==> src/rtl/dacdp_pkg.sv <==
// constants shared by the audio converter data path and its input queue
// assumes a single 50 MHz system clock and a simple strobe register port
// Notes on behaviour
// - fallback sample register, 16 bits, read/write, resets to zero.
// - left sample register, 16 bits, read/write, resets to zero, takes left words.
// - right sample register, 16 bits, read/write, resets to zero, takes right words.
// - interpolation raises each channel's rate by 256, filling points between samples.
// - interpolation also smooths away the noise that up-sampling creates.
// - a modulator turns each interpolated word into a one-bit serial stream.
// - control bit 8 selects format: 1 signed two's complement, 0 unsigned.
// - unsigned: FFFF top, 8000 midpoint, 7FFF just below, 0000 bottom.
// - signed: 7FFF top, 0000 midpoint, FFFF just below, 8000 bottom.
// - converter clock is the selected fast clock divided by control bits 6..0.
// - source select bit 13 low picks the undivided PLL clock.
// - divider field divides by value plus one, 1 to 128, resets to 6.
// - an empty queue at a fetch yields the fallback sample instead.
// - one word per channel is fetched every 256 converter clocks.
// - sample writes are dropped while the queue is full or the block disabled.
package dacdp_pkg;
    localparam int          ADDR_W        = 4;
    localparam int          DATA_W        = 16;
    localparam int          DIV_W         = 7;
    localparam int          FIFO_DEPTH    = 32;
    localparam int          PHASE_W       = 8;
    localparam int          ACC_W         = 24;
    // register offsets
    localparam logic [3:0]  OFF_CONTROL   = 4'h0;
    localparam logic [3:0]  OFF_AUX       = 4'h1;
    localparam logic [3:0]  OFF_STATUS    = 4'h2;
    localparam logic [3:0]  OFF_FALLBACK  = 4'h3;
    localparam logic [3:0]  OFF_LEFT      = 4'h4;
    localparam logic [3:0]  OFF_RIGHT     = 4'h5;
    // field positions
    localparam int          CTL_ENABLE    = 15;
    localparam int          CTL_FORMAT    = 8;
    localparam int          CTL_DIV_LSB   = 0;
    localparam int          AUX_SELECT    = 13;
    localparam int          STAT_L_FULL   = 9;
    localparam int          STAT_L_EMPTY  = 8;
    localparam int          STAT_R_FULL   = 1;
    localparam int          STAT_R_EMPTY  = 0;
    // reset values and writable masks
    localparam logic [15:0] CTL_RESET     = 16'h0005;
    localparam logic [15:0] CTL_WMASK     = 16'hB17F;
    localparam logic [15:0] AUX_RESET     = 16'h0000;
    localparam logic [15:0] AUX_WMASK     = 16'h2000;
    localparam logic [15:0] SAMPLE_RESET  = 16'h0000;
    // oversampling: one fetch per full wrap of the phase counter
    localparam logic [7:0]  PHASE_LAST    = 8'hFF;
    // modulator feedback levels, full scale of a signed 16-bit word
    localparam logic signed [23:0] FB_POS = 24'sh007FFF;
    localparam logic signed [23:0] FB_NEG = -24'sh008000;
endpackage

==> src/rtl/dacdp_fifo_if.sv <==
// handshake bundle between a channel's queue and the data path
// assumes one clock shared by both ends
`timescale 1ns/1ns
interface dacdp_fifo_if #(parameter int WIDTH = 16);
    logic             push_valid;
    logic             push_ready;
    logic [WIDTH-1:0] push_data;
    logic             pop_valid;
    logic             pop_ready;
    logic [WIDTH-1:0] pop_data;
    logic             full;
    logic             empty;
    modport queue (input push_valid, push_data, pop_ready,
                   output push_ready, pop_valid, pop_data, full, empty);
    modport user  (output push_valid, push_data, pop_ready,
                   input push_ready, pop_valid, pop_data, full, empty);
endinterface

==> src/rtl/dacdp_fifo.sv <==
// first-in first-out queue for one channel's sample words
// assumes push and pop share the system clock
`timescale 1ns/1ns
module dacdp_fifo
    import dacdp_pkg::*;
#(
    parameter int WIDTH = 16,
    parameter int DEPTH = 32
)(
    input  wire logic  clk_sys_i,
    input  wire logic  rst_n_i,
    dacdp_fifo_if.queue q
);
    localparam int PTR_W = $clog2(DEPTH);
    localparam int CNT_W = PTR_W + 1;
    localparam logic [CNT_W-1:0] CNT_FULL = CNT_W'(DEPTH);

    logic [WIDTH-1:0] mem_q [DEPTH];
    logic [PTR_W-1:0] wr_ptr_q;
    logic [PTR_W-1:0] wr_ptr_d;
    logic [PTR_W-1:0] rd_ptr_q;
    logic [PTR_W-1:0] rd_ptr_d;
    logic [CNT_W-1:0] count_q;
    logic [CNT_W-1:0] count_d;
    logic             do_push;
    logic             do_pop;

    // flags straight from the occupancy count
    assign q.full       = (count_q == CNT_FULL);
    assign q.empty      = (count_q == '0);
    assign q.push_ready = ~q.full;
    assign q.pop_valid  = ~q.empty;
    assign q.pop_data   = mem_q[rd_ptr_q];
    assign do_push      = q.push_valid & q.push_ready;
    assign do_pop       = q.pop_ready & q.pop_valid;

    // pointer and count next values; wrap is explicit since depth need not be a power of two
    always_comb
    begin
        wr_ptr_d = wr_ptr_q;
        rd_ptr_d = rd_ptr_q;
        count_d  = count_q;
        if (do_push)
            wr_ptr_d = (wr_ptr_q == PTR_W'(DEPTH - 1)) ? '0 : wr_ptr_q + 1'b1;
        if (do_pop)
            rd_ptr_d = (rd_ptr_q == PTR_W'(DEPTH - 1)) ? '0 : rd_ptr_q + 1'b1;
        if (do_push && !do_pop)
            count_d = count_q + 1'b1;
        else if (do_pop && !do_push)
            count_d = count_q - 1'b1;
    end

    always_ff @(posedge clk_sys_i)
    begin
        if (!rst_n_i)
        begin
            wr_ptr_q <= '0;
            rd_ptr_q <= '0;
            count_q  <= '0;
        end
        else
        begin
            wr_ptr_q <= wr_ptr_d;
            rd_ptr_q <= rd_ptr_d;
            count_q  <= count_d;
        end
    end

    // storage needs no reset; words are only read after being written
    always_ff @(posedge clk_sys_i)
    begin
        if (do_push)
            mem_q[wr_ptr_q] <= q.push_data;
    end
endmodule

==> src/rtl/dacdp_top.sv <==
// stereo converter data path: registers, input queues, divider, interpolator, modulators
// assumes a 50 MHz system clock standing in for the undivided PLL clock,
// and an auxiliary oscillator arriving asynchronously on a pin
//
// The register addresses and the address-and-strobe port were chosen for this implementation.
`timescale 1ns/1ns
module dacdp_top
    import dacdp_pkg::*;
(
    input  wire logic              clk_sys_i,
    input  wire logic              rst_n_i,
    input  wire logic [ADDR_W-1:0] addr_i,
    input  wire logic [DATA_W-1:0] wdata_i,
    input  wire logic              wr_i,
    input  wire logic              rd_i,
    output logic      [DATA_W-1:0] rdata_o,
    input  wire logic              aux_clk_i,
    output logic                   conv_tick_o,
    output logic                   left_bit_o,
    output logic                   right_bit_o
);

    // address match, used by the write decoders and queue pushes; the read mux decodes with a case
    function automatic logic hit(input logic [ADDR_W-1:0] a, input logic [ADDR_W-1:0] off);
        hit = (a == off);
    endfunction

    logic [DATA_W-1:0] ctrl_q;
    logic [DATA_W-1:0] ctrl_d;
    logic [DATA_W-1:0] aux_q;
    logic [DATA_W-1:0] aux_d;
    logic [DATA_W-1:0] fallback_q;
    logic [DATA_W-1:0] fallback_d;
    logic [DATA_W-1:0] rdata_q;
    logic [DATA_W-1:0] rdata_d;
    logic [DATA_W-1:0] sample_rd [2];
    logic [1:0]        ch_full;
    logic [1:0]        ch_empty;
    logic [1:0]        ch_bit;
    logic              enable;
    logic              signed_fmt;
    logic [DIV_W-1:0]  div_ratio;

    assign enable     = ctrl_q[CTL_ENABLE];
    assign signed_fmt = ctrl_q[CTL_FORMAT];
    assign div_ratio  = ctrl_q[CTL_DIV_LSB +: DIV_W];

    // configuration register next values
    always_comb
    begin
        ctrl_d     = ctrl_q;
        aux_d      = aux_q;
        fallback_d = fallback_q;
        if (wr_i && hit(addr_i, OFF_CONTROL))
            ctrl_d = wdata_i & CTL_WMASK;
        if (wr_i && hit(addr_i, OFF_AUX))
            aux_d = wdata_i & AUX_WMASK;
        if (wr_i && hit(addr_i, OFF_FALLBACK))
            fallback_d = wdata_i;
    end

    always_ff @(posedge clk_sys_i)
    begin
        if (!rst_n_i)
        begin
            ctrl_q     <= CTL_RESET;
            aux_q      <= AUX_RESET;
            fallback_q <= SAMPLE_RESET;
        end
        else
        begin
            ctrl_q     <= ctrl_d;
            aux_q      <= aux_d;
            fallback_q <= fallback_d;
        end
    end

    // read mux; unmapped offsets read zero, answer stands one cycle only
    always_comb
    begin
        rdata_d = '0;
        if (rd_i)
        begin
            case (addr_i)
                OFF_CONTROL:  rdata_d = ctrl_q;
                OFF_AUX:      rdata_d = aux_q;
                OFF_FALLBACK: rdata_d = fallback_q;
                OFF_LEFT:     rdata_d = sample_rd[0];
                OFF_RIGHT:    rdata_d = sample_rd[1];
                OFF_STATUS:
                begin
                    rdata_d[STAT_L_FULL]  = ch_full[0];
                    rdata_d[STAT_L_EMPTY] = ch_empty[0];
                    rdata_d[STAT_R_FULL]  = ch_full[1];
                    rdata_d[STAT_R_EMPTY] = ch_empty[1];
                end
                default:      rdata_d = '0;
            endcase
        end
    end

    always_ff @(posedge clk_sys_i)
    begin
        if (!rst_n_i)
            rdata_q <= '0;
        else
            rdata_q <= rdata_d;
    end

    assign rdata_o = rdata_q;

    // auxiliary oscillator pin: two-stage synchroniser, third stage for edge detection
    logic aux_s1_q;
    logic aux_s2_q;
    logic aux_s3_q;
    logic aux_rise;

    always_ff @(posedge clk_sys_i)
    begin
        if (!rst_n_i)
        begin
            aux_s1_q <= 1'b0;
            aux_s2_q <= 1'b0;
            aux_s3_q <= 1'b0;
        end
        else
        begin
            aux_s1_q <= aux_clk_i;
            aux_s2_q <= aux_s1_q;
            aux_s3_q <= aux_s2_q;
        end
    end

    // the pin is sampled at 50 MHz, so an auxiliary source must stay below 25 MHz
    assign aux_rise = aux_s2_q & ~aux_s3_q;

    // converter clock divider, emitted as a one-cycle tick
    logic [DIV_W-1:0] div_cnt_q;
    logic [DIV_W-1:0] div_cnt_d;
    logic             src_tick;
    logic             conv_tick_q;
    logic             conv_tick_d;

    assign src_tick = aux_q[AUX_SELECT] ? aux_rise : 1'b1;

    always_comb
    begin
        div_cnt_d   = div_cnt_q;
        conv_tick_d = 1'b0;
        if (!enable)
            div_cnt_d = '0;
        else if (src_tick)
        begin
            // divide by field value plus one
            if (div_cnt_q >= div_ratio)
            begin
                div_cnt_d   = '0;
                conv_tick_d = 1'b1;
            end
            else
                div_cnt_d = div_cnt_q + 1'b1;
        end
    end

    always_ff @(posedge clk_sys_i)
    begin
        if (!rst_n_i)
        begin
            div_cnt_q   <= '0;
            conv_tick_q <= 1'b0;
        end
        else
        begin
            div_cnt_q   <= div_cnt_d;
            conv_tick_q <= conv_tick_d;
        end
    end

    assign conv_tick_o = conv_tick_q;

    // oversampling phase; fetch on the last of every 256 converter ticks
    logic [PHASE_W-1:0] phase_q;
    logic [PHASE_W-1:0] phase_d;
    logic               fetch;

    always_comb
    begin
        phase_d = phase_q;
        if (!enable)
            phase_d = PHASE_LAST;
        else if (conv_tick_q)
            phase_d = phase_q + 1'b1;
    end

    always_ff @(posedge clk_sys_i)
    begin
        if (!rst_n_i)
            phase_q <= PHASE_LAST;
        else
            phase_q <= phase_d;
    end

    // first fetch lands on the first tick after enable, then every 256
    assign fetch = conv_tick_q && (phase_q == PHASE_LAST);

    // per-channel queue, interpolator and modulator; channel 0 left, 1 right
    genvar ch;
    generate
        for (ch = 0; ch < 2; ch++)
        begin : g_ch
            localparam logic [ADDR_W-1:0] OFF_SAMPLE = (ch == 0) ? OFF_LEFT : OFF_RIGHT;

            dacdp_fifo_if #(.WIDTH(DATA_W)) u_qif ();

            logic [DATA_W-1:0]       sample_q;
            logic [DATA_W-1:0]       sample_d;
            logic [DATA_W-1:0]       word;
            logic [DATA_W-1:0]       offset_word;
            logic signed [15:0]      centred;
            logic signed [15:0]      target_q;
            logic signed [15:0]      target_d;
            logic signed [ACC_W-1:0] step_q;
            logic signed [ACC_W-1:0] step_d;
            logic signed [ACC_W-1:0] acc_q;
            logic signed [ACC_W-1:0] acc_d;
            logic signed [ACC_W-1:0] filt_q;
            logic signed [ACC_W-1:0] filt_d;
            logic signed [ACC_W:0]   filt_err;
            logic signed [ACC_W-1:0] mod_in;
            logic signed [ACC_W-1:0] fb;
            logic signed [ACC_W-1:0] int1_q;
            logic signed [ACC_W-1:0] int1_d;
            logic signed [ACC_W-1:0] int2_q;
            logic signed [ACC_W-1:0] int2_d;
            logic                    bit_q;
            logic                    bit_d;

            // writes reach the queue only while enabled; a full queue refuses them
            assign u_qif.push_valid = wr_i && hit(addr_i, OFF_SAMPLE) && enable;
            assign u_qif.push_data  = wdata_i;
            assign u_qif.pop_ready  = fetch;

            dacdp_fifo #(.WIDTH(DATA_W), .DEPTH(FIFO_DEPTH)) u_fifo (
                .clk_sys_i (clk_sys_i),
                .rst_n_i   (rst_n_i),
                .q         (u_qif.queue)
            );

            // readback holds the last accepted word only
            always_comb
            begin
                sample_d = sample_q;
                if (u_qif.push_valid && u_qif.push_ready)
                    sample_d = wdata_i;
            end

            always_ff @(posedge clk_sys_i)
            begin
                if (!rst_n_i)
                    sample_q <= SAMPLE_RESET;
                else
                    sample_q <= sample_d;
            end

            assign sample_rd[ch] = sample_q;
            assign ch_full[ch]   = u_qif.full;
            assign ch_empty[ch]  = u_qif.empty;

            // source word, fallback on underrun, then format to offset binary
            assign word        = u_qif.pop_valid ? u_qif.pop_data : fallback_q;
            assign offset_word = signed_fmt ? {~word[15], word[14:0]} : word;
            // offset binary to centred signed: 8000 becomes zero, FFFF most positive
            assign centred     = signed'({~offset_word[15], offset_word[14:0]});

            // linear interpolation: 256 equal steps from the last target to the new one
            always_comb
            begin
                target_d = target_q;
                step_d   = step_q;
                acc_d    = acc_q;
                if (fetch)
                begin
                    target_d = centred;
                    acc_d    = {target_q, 8'h00};
                    step_d   = ACC_W'(signed'({centred[15], centred}) - signed'({target_q[15], target_q}));
                end
                else if (conv_tick_q)
                    acc_d = acc_q + step_q;
            end

            // one-pole low-pass trims the corners the linear steps leave behind
            assign filt_err = signed'({acc_q[ACC_W-1], acc_q}) - signed'({filt_q[ACC_W-1], filt_q});
            always_comb
            begin
                filt_d = filt_q;
                if (conv_tick_q)
                    filt_d = filt_q + ACC_W'(filt_err >>> 2);
            end

            // second-order modulator, one output bit per converter tick
            assign mod_in = ACC_W'(filt_q >>> 8);
            assign fb     = bit_q ? FB_POS : FB_NEG;
            always_comb
            begin
                int1_d = int1_q;
                int2_d = int2_q;
                bit_d  = bit_q;
                if (conv_tick_q)
                begin
                    int1_d = int1_q + mod_in - fb;
                    int2_d = int2_q + int1_d - fb;
                    bit_d  = ~int2_d[ACC_W-1];
                end
            end

            always_ff @(posedge clk_sys_i)
            begin
                if (!rst_n_i)
                begin
                    target_q <= '0;
                    step_q   <= '0;
                    acc_q    <= '0;
                    filt_q   <= '0;
                    int1_q   <= '0;
                    int2_q   <= '0;
                    bit_q    <= 1'b0;
                end
                else
                begin
                    target_q <= target_d;
                    step_q   <= step_d;
                    acc_q    <= acc_d;
                    filt_q   <= filt_d;
                    int1_q   <= int1_d;
                    int2_q   <= int2_d;
                    bit_q    <= bit_d;
                end
            end

            assign ch_bit[ch] = bit_q;
        end
    endgenerate

    // serial streams toward the reconstruction stage
    assign left_bit_o  = ch_bit[0];
    assign right_bit_o = ch_bit[1];

endmodule

==> config.mk <==
export PLATFORM = sky130hd
export DESIGN_NAME = dacdp_top
export DESIGN_NICKNAME = d
export VERILOG_FILES = /design/src/rtl/dacdp_pkg.sv /design/src/rtl/dacdp_fifo_if.sv /design/src/rtl/dacdp_fifo.sv /design/src/rtl/dacdp_top.sv
export SDC_FILE = /design/constraint.sdc
export NUM_CORES = 2
export LEC_CHECK = 0
export BUFFER_PORTS_ARGS = -buffer_cell sky130_fd_sc_hd__buf_2
export CAP_MARGIN = 20
export CORE_AREA = 3 3 394 396
export CTS_CLUSTER_SIZE = 40
export DETAILED_ROUTE_END_ITERATION = 8
export DIE_AREA = 0 0 397 399
export PLACE_DENSITY = 0.66
export SYNTH_ARGS = -nofsm -noshare
export SYNTH_HDL_FRONTEND = slang
export SYNTH_SLANG_ARGS = --single-unit
==> constraint.sdc <==
create_clock -name clk_sys_i -period 11.5 [get_ports clk_sys_i]
set_clock_uncertainty 0.1 [all_clocks]
set_input_delay 0.575 -clock clk_sys_i [delete_from_list [all_inputs] [get_ports clk_sys_i]]
set_output_delay 0.575 -clock clk_sys_i [all_outputs]
set_load 0.02 [all_outputs]
# == Word level (Yosys, flattened, before mapping) ==
# Memories as Yosys holds them, arrays and structs flattened. A register that Yosys moved wholly into a read port is not among the register bits.
# Cells that the tools add are included.
# op_classes
n_bitwise,17
reduce_logical,28
addsub,26
n_mux,33
magnitude_cmp,1
n_eq_ne,12
# op_table
cell,n
$mux W24,6
$add A24 B24 Y24,4
$sub A24 B24 Y24,4
$mux W16,4
$sub A24 B24 Y25,2
$add A24 B16 Y24,2
$add A24 B23 Y24,2
$mux W5,8
$sub A16 B16 Y17,2
$pmux W6 S5,1
$mux W6,4
$pmux W6 S4,1
$add A5 B1 Y5 const B,4
$eq A5 B5 Y1 const B,4
$pmux W2 S5,2
$logic_and A1 B1 Y1,14
$add A6 B1 Y6 const B,2
$eq A6 B6 Y1 const B,2
$logic_not A6 Y1,2
$not A1 Y1,12
$sub A6 B1 Y6 const B,2
$add A8 B1 Y8 const B,1
$eq A4 B2 Y1 const B,2
$eq A4 B3 Y1 const B,2
other kinds (13),28
# word_totals
input_bits,25
word_cells,153
output_inout_bits,19
ram_bits,1024
memories,2
register_bits,401
# mem_list
memory,depth,word_bits,read_ports,rd_ports_with_merged_regs,write_ports,line_no,text
g_ch[0].u_fifo.mem_q,32,16,1,1,1,dacdp_fifo.sv:18,logic [WIDTH-1:0] mem_q [DEPTH];
g_ch[1].u_fifo.mem_q,32,16,1,1,1,dacdp_fifo.sv:18,

# == Longest topological paths before layout ==
# logic_depth
depth_word,8
depth_mapped,28
depth_no_buf,28

# == By module ==
# From an unflattened synthesis, not the netlist that was laid out.
# unflattened
hier_cells,5603
area_unflattened_um2,69238.9
# by_module_without_submodules
mod,cells_each,n_inst,seq_area_each_um2,area_each_um2
dacdp_top,3431,1,7106.8,27691.6
dacdp_fifo at g_ch[1].u_fifo,1086,1,15795.1,20776.2
dacdp_fifo at g_ch[0].u_fifo,1086,1,15795.1,20771.2

# == Worst setup path before layout ==
# Ideal clock, no wire load.
# synth_timing
path_kind,reg-to-reg
start,"register g_ch[1].bit_q, in the netlist right_bit_o"
end,register g_ch[1].int2_q[23]
stages_incl_launch_ff,26
n_path_buf,0
t_required_ps,11330
synth_period_minus_slack_ps,7768
t_arrival_ps,7598
path_slack_ps,3732
setup_time_ps,70
path_cell_list,dfxtp_1 -> ha_1 -> inv_1 -> ha_1 -> fa_1 -> a21o_1 -> a21oi_2 -> o21bai_1 -> a2111oi_2 -> o311a_1 -> nor3b_1 -> o31ai_4 -> o21ai_2 -> a21o_1 -> a21oi_1 -> xnor2_1 -> fa_1 -> ha_1 -> a21o_1 -> a21oi_1 -> o21ai_0 -> a31oi_1 -> xnor2_1 -> xnor2_1 -> or3_1 -> a21oi_1
# synth_via
elab_chain_len,4
# synth_rtl
item,line_no,text
from (decl),dacdp_top.sv:235,logic bit_q;
from (signal assigned),dacdp_top.sv:336,bit_q <= bit_d;
$mux W24 (*),dacdp_top.sv:302,assign fb = bit_q ? FB_POS : FB_NEG;
$sub A24 B24 Y24,dacdp_top.sv:310,int1_d = int1_q + mod_in - fb;
$add A24 B24 Y24,dacdp_top.sv:311,int2_d = int2_q + int1_d - fb;
$sub A24 B24 Y24 (*),dacdp_top.sv:311,
to (signal assigned),dacdp_top.sv:335,int2_q <= int2_d;
to (decl),dacdp_top.sv:233,logic signed [ACC_W-1:0] int2_q;
# Mark *: on every way between the ends. The rest lies on a longest branch, timed or not.
# A chain may end at the register's enable or synchronous reset.

# == Final worst setup path ==
# Same ends and word-level chain as after synthesis.

==> flow_metrics.tcl <==
set metrics [dict create \
    route.vias.total 41670 \
    die_w_um 397 \
    ys_types 93 \
    cts_buffer_depth 3 \
    via_per_inst 5.593 \
    gp_congestion 0.8478 \
    hpwlAfterDp_um 94640 \
    holdCritStartpoint "rst_n_i" \
    cts_resized 0 \
    crit_family "compound AO/OA/AOI/OAI gates" \
    hold_end "ctrl_q[0]" \
    first_iter_violations 3591 \
    htree_levels 4 \
    finalSetupViolations 0 \
    die_h_um 399 \
    maxSlewHeadroom_pct 26.14 \
    wl_um 155700 \
    power.leakage_nw 26.55 \
    io_buffers 43 \
    crit_buf_inv 2 \
    area_growth_pct 11.77 \
    utilization_pct 50.24 \
    ys_seq_elements 1421 \
    cp-end-kind "register" \
    cp.depth 25 \
    rsz0062_at_grt "false" \
    yosysSeqAreaShare_pct 56.68 \
    cap_violations 0 \
    drc 0 \
    antenna_found_initial 7 \
    clkLatencyLatePin_ns 0.79 \
    max_stage_delay_ns 0.64 \
    nNetsFinal 5709 \
    period_needed_ns 6.805 \
    grt_start_max_net_pins 174 \
    start_util_pct 44.95 \
    whs_path_depth 2 \
    worstMarginPinSlew_ns 1.104 \
    cts_tree "done" \
    r2r_cells 25 \
    r2r_slack_ns 4.69 \
    syn_avg_cell_area_sq_um 13.18 \
    hold_class "in -> reg" \
    numCtsBuffers 153 \
    ir_drop_mv 0.1232 \
    ant_nets 0 \
    synth-main-ff-cell "edfxtp_1" \
    crit_type "reg -> reg" \
    fmax_ghz 0.1469 \
    maxSlewViolCount 0 \
    status "finished clean" \
    core_sq_mm 0.1519 \
    drt-wirelength-per-cell_um 20.89 \
    crit_arrival_ns 7.41 \
    hold_viol_final 0 \
    setup_tns_ns 0 \
    cts.sinks 1421 \
    synth.cell_area_sq_mm 0.06828 \
    required_ns 12.11 \
    period_share_pct 59.18 \
    start_kind "register" \
    grt_overflow 0 \
    cts-root-buf "clkbuf_16" \
    reg2reg_from "right_bit_o" \
    cts.clk_slew.worst_paths_ns 0.06 \
    die_area_sq_mm 0.1584 \
    ios 44 \
    synth_edf_count 1024 \
    final_common_cell "edfxtp_1" \
    crit_slowest_cell "dfxtp_4" \
    grt_pass1_wl_um 242100 \
    rr_endpoint "g_ch[1].int2_q[23]" \
    yosys_warnings 0 \
    grt.total_usage_pct 19.73 \
    final_cell_mix "edfxtp_1 (1,024), nor2_1 (443), nand2_1 (421)" \
    drive_gt1_share_pct 13.89 \
    dr.pass1.iters 7 \
    synth_nets 5606 \
    std_cell_rows 143 \
    async_flop_share_pct 0 \
    path_max_fanout 26 \
    powerDensity_mw_per_mm2 138.8 \
    grt_pass1_vias 41200 \
    synthCells 5180 \
]
[registers in the layout (all words and copies together) (netlist names), 7 cells and up, named ones only]
name and flops:
g_ch.u_fifo.mem_q 1024, g_ch.acc_q 48, g_ch.filt_q 48, g_ch.int1_q 48
g_ch.int2_q 48, g_ch.step_q 34, g_ch.sample_q 32, g_ch.target_q 32
fallback_q 16, rdata_o 16, g_ch.u_fifo.count_q 12, ctrl_q 11
g_ch.u_fifo.rd_ptr_q 10, g_ch.u_fifo.wr_ptr_q 10, phase_q 8, div_cnt_q 7
[layout make-up]
cell class / instances / area (sq um)
antenna: 7 / 17.52
clock buffer: 208 / 4220
clock inverter: 77 / 887.1
fill: 12850 / 75590
inverter: 324 / 1225
multi-input combinational: 3227 / 27580
sequential: 1421 / 38730
tap: 2030 / 2540
timing repair buffer: 156 / 1119
[routing by layer]
layer  vias to the layer above  part of all wire [%]  global-route usage (%)
met5                         -                0.0071                       0
met1                     20790                    44                   27.56
met4                         2                   2.3                   5.469
met2                      1154                    48                   31.92
li1                      19510                     -                       -
met3                       214                   6.3                   3.386
[cells in the mapped netlist (100+ instances only)]
library cell | instances | area (sq um)
ha_1 | 301 | 3766
a21oi_1 | 354 | 1772
nand2_1 | 421 | 1580
inv_1 | 323 | 1212
clkbuf_1 | 140 | 525.5
xnor2_1 | 145 | 1270
o21ai_0 | 159 | 795.8
edfxtp_1 | 1024 | 30750
mux2i_1 | 133 | 1331
fa_1 | 100 | 2002
mux4_2 | 320 | 7207
nor2_1 | 444 | 1667
dfxtp_1 | 397 | 7948
[through the flow]
stage	hold slack (ns)	worst slack [ns]	cells	power, mW	instance area (sq um)
6_report	0.07468	4.695	7450	10.59	76310
5_1_grt	0.03556	4.031	7445	10.92	76300
4_1_cts	0.02222	4.610	7440	10.69	76250
3_5_place_dp	0.3314	4.637	7154	5.749	71130
3_3_place_gp	0.3320	4.670	7154	5.744	71130
2_1_floorplan	0.3102	3.732	5180	5.656	68280
[worst max path at each step]
| stage | startpoint | endpoint | slack (ns) |
|---|---|---|---|
| after floorplan | right_bit_o | g_ch[1].int2_q[23] | 3.73 |
| after global placement | right_bit_o | g_ch[1].int2_q[23] | 4.67 |
| after detailed placement | right_bit_o | g_ch[1].int2_q[23] | 4.64 |
| after CTS | right_bit_o | g_ch[1].int2_q[23] | 4.61 |
| after global routing | right_bit_o | g_ch[1].int2_q[23] | 4.03 |
| final | right_bit_o | g_ch[1].int2_q[23] | 4.69 |
[what timing repair did]
action | in CTS | in global routing
hold buffers | 1 | 0
setup buffers | 0 | 0
endpoints found under the hold margin | 1 | 0
[worst reg2reg max path: cells and delay by family (launching register included)]
kind	cells	cell delay [ns]
AOI/OAI and AO/OA	14	2.90
adders and majority gates	4	1.57
DFF	1	0.64
buffers and inverters	2	0.61
xor gates and xnor gates	3	0.47
and+or+nand+nor	2	0.43
[kinds of logic (layout without fill, tap and decap cells)]
group | Yosys count | count (layout) | synth area share [%]
flip-flops | 1421 | 1421 | 56.68
AND/OR/NAND/NOR | 1254 | 1254 | 8.234
adder cells (fa/ha/maj) | 401 | 401 | 8.448
XOR/XNOR | 215 | 215 | 2.769
multiplexers | 458 | 458 | 12.59
other | 0 | 7 | 0
buffers and inverters | 532 | 765 | 2.978
AO/OA/AOI/OAI | 899 | 899 | 8.305
[where the power goes]
part / switching [mW] / internal [mW] / total [mW]
Clock: 2.08 / 2.87 / 4.95
Combinational: 0.123 / 0.0331 / 0.156
Sequential: 0.00326 / 5.48 / 5.49
Power figures use the tool's default switching activity.
